File: src/logic/brg_pkg.sv
// Constants shared by the bus reset and gap count control block
// How it works
// - Request bit write starts bus reset sequence from idle, restarts it from init, not from reset
// - Same write loads holdoff and gap count
// - Config packet sent or received loads both
// - Two resets without update force gap 63
// - Register-started reset keeps written gap count
// - Register holds packet values, readable for rewrite
package brg_pkg;
  // ==========================================
  // Register 1 field layout
  localparam int REG1_WIDTH = 8;
  localparam int REQ_BIT = 6;
  localparam int HOLDOFF_BIT = 7;
  localparam int GAP_LSB = 0;
  localparam int GAP_WIDTH = 6;
  // ==========================================
  // Reset values and limits
  localparam logic [5:0] GAP_MAX = 6'h3F;
  localparam logic [5:0] GAP_RESET = 6'h3F;
  localparam logic HOLDOFF_RESET = 1'b0;
  localparam logic [1:0] RESETS_TO_REVERT = 2'h2;
  // ==========================================
  // Bus reset duration, then initialization
  localparam int RESET_TIME_NS = 200;
  localparam int CLK_PERIOD_NS = 25;
  localparam int RESET_CYCLES = (RESET_TIME_NS + CLK_PERIOD_NS - 1) / CLK_PERIOD_NS;
  localparam int INIT_CYCLES = 4;
  localparam int CNT_WIDTH = 4;

  typedef enum logic [1:0] {
    BRG_IDLE = 2'b00,
    BRG_RESET = 2'b01,
    BRG_INIT = 2'b10
  } brg_state_t;
endpackage

File: src/logic/brg_tracker.sv
// Consecutive bus reset tracker deciding when the gap count reverts
`timescale 1ns/1ps
module brg_tracker (
  // Clock and reset
  input wire logic clk,
  input wire logic rst_n,
  // Events
  input wire logic update,
  input wire logic reset_done,
  // Result
  output logic revert
);
  typedef struct packed {
    logic [1:0] count;
    logic revert;
  } brg_trk_t;

  brg_trk_t st;
  brg_trk_t next_st;

  always_comb begin
    next_st = st;
    next_st.revert = 1'b0;
    if (update) begin
      next_st.count = 2'h0;
    end else if (reset_done) begin
      if (st.count + 2'h1 >= brg_pkg::RESETS_TO_REVERT) begin
        next_st.revert = 1'b1;
        next_st.count = brg_pkg::RESETS_TO_REVERT;
      end else begin
        next_st.count = st.count + 2'h1;
      end
    end
  end

  always_ff @(posedge clk or negedge rst_n) begin
    if (!rst_n) begin
      st <= '0;
    end else begin
      st <= next_st;
    end
  end

  assign revert = st.revert;
endmodule

File: src/logic/brg_ctrl.sv
// Bus reset request, root holdoff and gap count control
`timescale 1ns/1ps
module brg_ctrl (
  // Clock and reset
  input wire logic clk,
  input wire logic rst_n,
  // Register 1 write port from link side
  input wire logic reg1_wr,
  input wire logic [7:0] reg1_wdata,
  // Config packet events, decoded by packet logic on this clock
  input wire logic cfg_rx,
  input wire logic cfg_tx,
  input wire logic cfg_holdoff,
  input wire logic [5:0] cfg_gap,
  // Bus reset from the cable side, a pin
  input wire logic cable_reset,
  // Register 1 read back and status
  output logic [7:0] reg1_rdata,
  output logic root_holdoff,
  output logic [5:0] gap_count,
  output logic bus_reset_active,
  output logic bus_init_active
);
  typedef struct packed {
    brg_pkg::brg_state_t state;
    logic [brg_pkg::CNT_WIDTH-1:0] cnt;
    logic root_holdoff;
    logic [5:0] gap;
    logic cable_s1;
    logic cable_s2;
    logic cable_prev;
    logic done;
    logic reset_out;
    logic init_out;
  } brg_st_t;

  brg_st_t st;
  brg_st_t next_st;
  logic revert;
  logic update;

  function automatic logic [brg_pkg::CNT_WIDTH-1:0] cyc(input int n);
    cyc = brg_pkg::CNT_WIDTH'(n - 1);
  endfunction

  // relied on: holdoff and gap written only alongside the request bit
  wire logic req = reg1_wr && reg1_wdata[brg_pkg::REQ_BIT];
  wire logic cfg = cfg_rx || cfg_tx;
  assign update = req || cfg;

  brg_tracker u_trk (
    .clk(clk),
    .rst_n(rst_n),
    .update(update),
    .reset_done(st.done),
    .revert(revert)
  );

  // ==========================================
  // Next state
  always_comb begin
    next_st = st;
    next_st.cable_s1 = cable_reset;
    next_st.cable_s2 = st.cable_s1;
    next_st.cable_prev = st.cable_s2;
    next_st.done = 1'b0;
    if (revert && !update) begin
      next_st.gap = brg_pkg::GAP_MAX;
    end
    if (req) begin
      next_st.root_holdoff = reg1_wdata[brg_pkg::HOLDOFF_BIT];
      next_st.gap = reg1_wdata[brg_pkg::GAP_LSB +: brg_pkg::GAP_WIDTH];
    end else if (cfg) begin
      next_st.root_holdoff = cfg_holdoff;
      next_st.gap = cfg_gap;
    end
    case (st.state)
      brg_pkg::BRG_IDLE: begin
        if (req || (st.cable_s2 && !st.cable_prev)) begin
          next_st.state = brg_pkg::BRG_RESET;
          next_st.cnt = cyc(brg_pkg::RESET_CYCLES);
        end
      end
      brg_pkg::BRG_RESET: begin
        if (st.cnt == '0) begin
          next_st.state = brg_pkg::BRG_INIT;
          next_st.cnt = cyc(brg_pkg::INIT_CYCLES);
        end else begin
          next_st.cnt = st.cnt - 1'b1;
        end
      end
      brg_pkg::BRG_INIT: begin
        if (req) begin
          next_st.state = brg_pkg::BRG_RESET;
          next_st.cnt = cyc(brg_pkg::RESET_CYCLES);
        end else if (st.cnt == '0) begin
          next_st.state = brg_pkg::BRG_IDLE;
          next_st.done = 1'b1;
        end else begin
          next_st.cnt = st.cnt - 1'b1;
        end
      end
      default: begin
        next_st.state = brg_pkg::BRG_IDLE;
      end
    endcase
    next_st.reset_out = (next_st.state == brg_pkg::BRG_RESET);
    next_st.init_out = (next_st.state == brg_pkg::BRG_INIT);
  end

  always_ff @(posedge clk or negedge rst_n) begin
    if (!rst_n) begin
      st.state <= brg_pkg::BRG_IDLE;
      st.cnt <= '0;
      st.root_holdoff <= brg_pkg::HOLDOFF_RESET;
      st.gap <= brg_pkg::GAP_RESET;
      st.cable_s1 <= 1'b0;
      st.cable_s2 <= 1'b0;
      st.cable_prev <= 1'b0;
      st.done <= 1'b0;
      st.reset_out <= 1'b0;
      st.init_out <= 1'b0;
    end else begin
      st <= next_st;
    end
  end

  // ==========================================
  // Outputs, all from flip-flops
  assign reg1_rdata = {st.root_holdoff, 1'b0, st.gap};
  assign root_holdoff = st.root_holdoff;
  assign gap_count = st.gap;
  assign bus_reset_active = st.reset_out;
  assign bus_init_active = st.init_out;
endmodule

File: config.mk
export PLATFORM = sky130hd
export DESIGN_NAME = brg_ctrl
export DESIGN_NICKNAME = d
export VERILOG_FILES = /design/src/logic/brg_pkg.sv /design/src/logic/brg_tracker.sv /design/src/logic/brg_ctrl.sv
export SDC_FILE = /design/constraint.sdc
export NUM_CORES = 1
export LEC_CHECK = 0
export BUFFER_PORTS_ARGS = -buffer_cell sky130_fd_sc_hd__buf_2
export CAP_MARGIN = 10
export CORE_MARGIN = 5
export CORE_UTILIZATION = 50
export DETAILED_ROUTE_END_ITERATION = 6
export GPL_ROUTABILITY_DRIVEN = 0
export PLACE_DENSITY_LB_ADDON = 0.05
export SLEW_MARGIN = 20
export SYNTH_ARGS = -nofsm -noshare
export SYNTH_HDL_FRONTEND = slang
export SYNTH_SLANG_ARGS = --single-unit
File: constraint.sdc
create_clock -name clk -period 2 [get_ports clk]
set_clock_uncertainty 0.1 [all_clocks]
set_input_delay 0.2 -clock clk [delete_from_list [all_inputs] [get_ports clk]]
set_output_delay 0.2 -clock clk [all_outputs]
set_load 0.02 [all_outputs]
==> results.py <==
metrics = {
    "worst_setup_path": {
        "crit_chain": "inv_1 > ha_1 > nor3b_1 > o21ai_0 > a31oi_1 > and3_1",
        "max_stage_delay_ns": 0.42,
        "cp_max_fo": 4,
        "critPathKind": "reg -> reg",
        "rr_worst_depth": 6,
        "critPathSlowestCell": "dfrtp_1",
        "worstPathArrival_ns": 1.99,
        "start_kind": "register",
        "worst_setup_path_end_kind": "register",
        "cp_data_required_time_ns": 2.15,
    },
    "timing": {
        "setup-tns-final_ns": 0,
        "max_freq_mhz": 541,
        "hold_viol_final": 0,
        "fin_crit_sh": 0.924,
        "drv_slew": 0,
        "rsz0062_at_grt": "false",
        "setup-violations-final": 0,
        "post-route-min-period_ns": 1.85,
    },
    "power": {
        "peakVddDrop_mv": 0.776,
        "cellPowerDensity_nw_per_um2": 1140,
        "power_mw": 1.56,
        "leakage_nw": 0.656,
    },
    "layout": {
        "syn_to_final_growth_pct": 9.25,
        "seq_area_um2": 558,
        "utilization": 0.565,
        "fill_cells": 236,
        "drive_gt1_frac": 0.291,
        "multi_input_area_um2": 522,
        "n_antenna_cell": 0,
        "fin_nets": 186,
    },
    "detailed_routing": {
        "num_vias": 992,
        "ant_nets": 0,
        "avgRoutedWirePerCell_um": 13.3,
        "wirelength_um": 2500,
        "firstDrtPassIters": 4,
        "drc": 0,
        "drt_iter0_drc": 37,
        "avgViaCountPerCell": 5.28,
    },
    "cts": {
        "cts_num_sinks": 22,
        "h-tree-depth": 1,
        "cts_buffer_depth": 2,
        "cts_setup_buffers": 0,
        "cts_tree": "yes",
        "clkLatencyLatePin_ns": 0.30,
        "clk_pin_slew_ns": 0.12,
        "cts_buffers": 3,
        "cts_root_buffer": "clkbuf_4",
    },
    "floorplanning": {
        "die-area_um2": 3620,
        "placementRows": 18,
        "pin_count": 38,
        "die_h_um": 60.2,
        "core_um2": 2430,
        "fp.dieW_um": 60.2,
        "start_util": 0.517,
    },
    "yosys": {
        "synth_nets": 161,
        "synth.distinct_cells": 35,
        "ys.warnings.count": 0,
        "dominantRegCellSynth": "dfrtp_1",
        "ys_seq_elements": 22,
        "netlist_instances": 134,
        "synth.cell_area_um2": 1260,
        "synthArstFlopShare": 1.00,
        "yosysSeqAreaShare": 0.444,
        "synth_edf_count": 0,
        "avgSynthCellArea_um2": 9.38,
    },
    "global_route": {
        "antenna_found_initial": 0,
        "grt_max_degree": 23,
        "overflow": 0,
        "grt_pass1_vias": 916,
        "grt_pass1_wl_um": 3890,
        "grt_use_total": 0.142,
    },
    "place": {
        "port_buffers": 36,
        "hpwl_um": 1930,
    },
    "status": {
        "run_status": "complete, no violations",
    },
    "job": {
        "maxCapViolCount": 0,
    },
    "min_path": {
        "hold_path.class": "in -> reg",
        "hold_depth": 3,
    },
}
-- stage by stage --
stage | std cells | setup WS [ns] | area (um2) | hold slack [ns]
6_report | 188 | 0.152 | 1370 | 0.00940
5_1_grt | 188 | 0.00784 | 1370 | 0.0103
4_1_cts | 188 | 0.113 | 1370 | 0.00275
3_5_place_dp | 182 | 0.133 | 1330 | 0.0862
3_3_place_gp | 182 | 0.208 | 1330 | 0.0858
2_1_floorplan | 134 | 0.333 | 1260 | -0.196
-- power breakdown --
group / switching, mW / internal (mW)
clock network: 0.127 / 0.0778
registers: 0.0763 / 0.550
logic: 0.424 / 0.307
-- final cells by class --
class                           instances  area share
Multi-Input combinational cell         86       0.380
Inverter                                8      0.0219
Clock buffer                            4      0.0191
Tap cell                               30      0.0273
Timing Repair Buffer                   38       0.146
Sequential cell                        22       0.406
-- registers in the layout, summed over array words and instances (netlist names) --
signal and flops:
gap_count 6, bus_init_active 1, st 8, bus_reset_active 1, next_st 2, u_trk.st 2
u_trk.revert 1, root_holdoff 1
-- layer usage --
metal,wire [um],track usage
met1,1090,0.180
met2,1160,0.230
met3,231,0.0475
met4,14,0.0348
met5,0,0
-- worst paths after layout --
check / end / start / slack, ns
hold reg to reg: next_st[3] / next_st[4] / 0.27
min in group asynchronous: next_st[3] / rst_n / 0.26
setup reg to reg: bus_init_active / st[13] / 0.15
setup / recovery: bus_init_active / st[13] / 0.15
max in group asynchronous: gap_count[3] / rst_n / 1.18
hold / removal: gap_count[2] / cfg_gap[2] / 0.009
-- critical path, delay by kind of cell, from the launching register on --
kind / cells / cell delay, ns
fa+ha+maj: 1 / 0.19
flops: 1 / 0.42
compound gates: 2 / 0.41
simple gates: 2 / 0.60
buf+inv: 1 / 0.07
-- cells in the final DEF (no fill, tap or decap), types with 6 or more instances in the layout --
master / n
nand2_1: 19
inv_1: 8
dfrtp_1: 16
buf_2: 36
a31oi_1: 9
o21ai_0: 6
dfstp_2: 6
ha_1: 6
nor3_1: 6
-- cell families after synthesis --
| family | Yosys count | share of synthesized area |
|---|---|---|
| simple gates | 47 | 0.184 |
| compound gates | 31 | 0.160 |
| mux | 1 | 0.00796 |
| fa+ha+maj | 6 | 0.0597 |
| flops | 22 | 0.444 |
| other cells | 1 | 0.00298 |
| buf+inv | 26 | 0.141 |
-- synth_stat cells, types with 3 or more instances --
library cell,n,share of area
nand2_1,19,0.057
dfrtp_1,16,0.32
buf_4,14,0.084
a31oi_1,9,0.045
inv_1,8,0.024
dfstp_2,6,0.13
ha_1,6,0.060
nor3_1,6,0.024
o21ai_0,6,0.024
a21oi_1,5,0.020
nor2_1,5,0.015
nand3_1,3,0.012
-- timing repair --
| item | 4_1_cts | 5_1_grt |
|---|---|---|
| hold endpoints to repair | 17 | 0 |
| gates resized for setup | 0 | 1 |
| hold buffers | 2 | 0 |
| setup endpoints to repair | 0 | 1 |
Note: power is estimated with default switching activity, not from simulation.
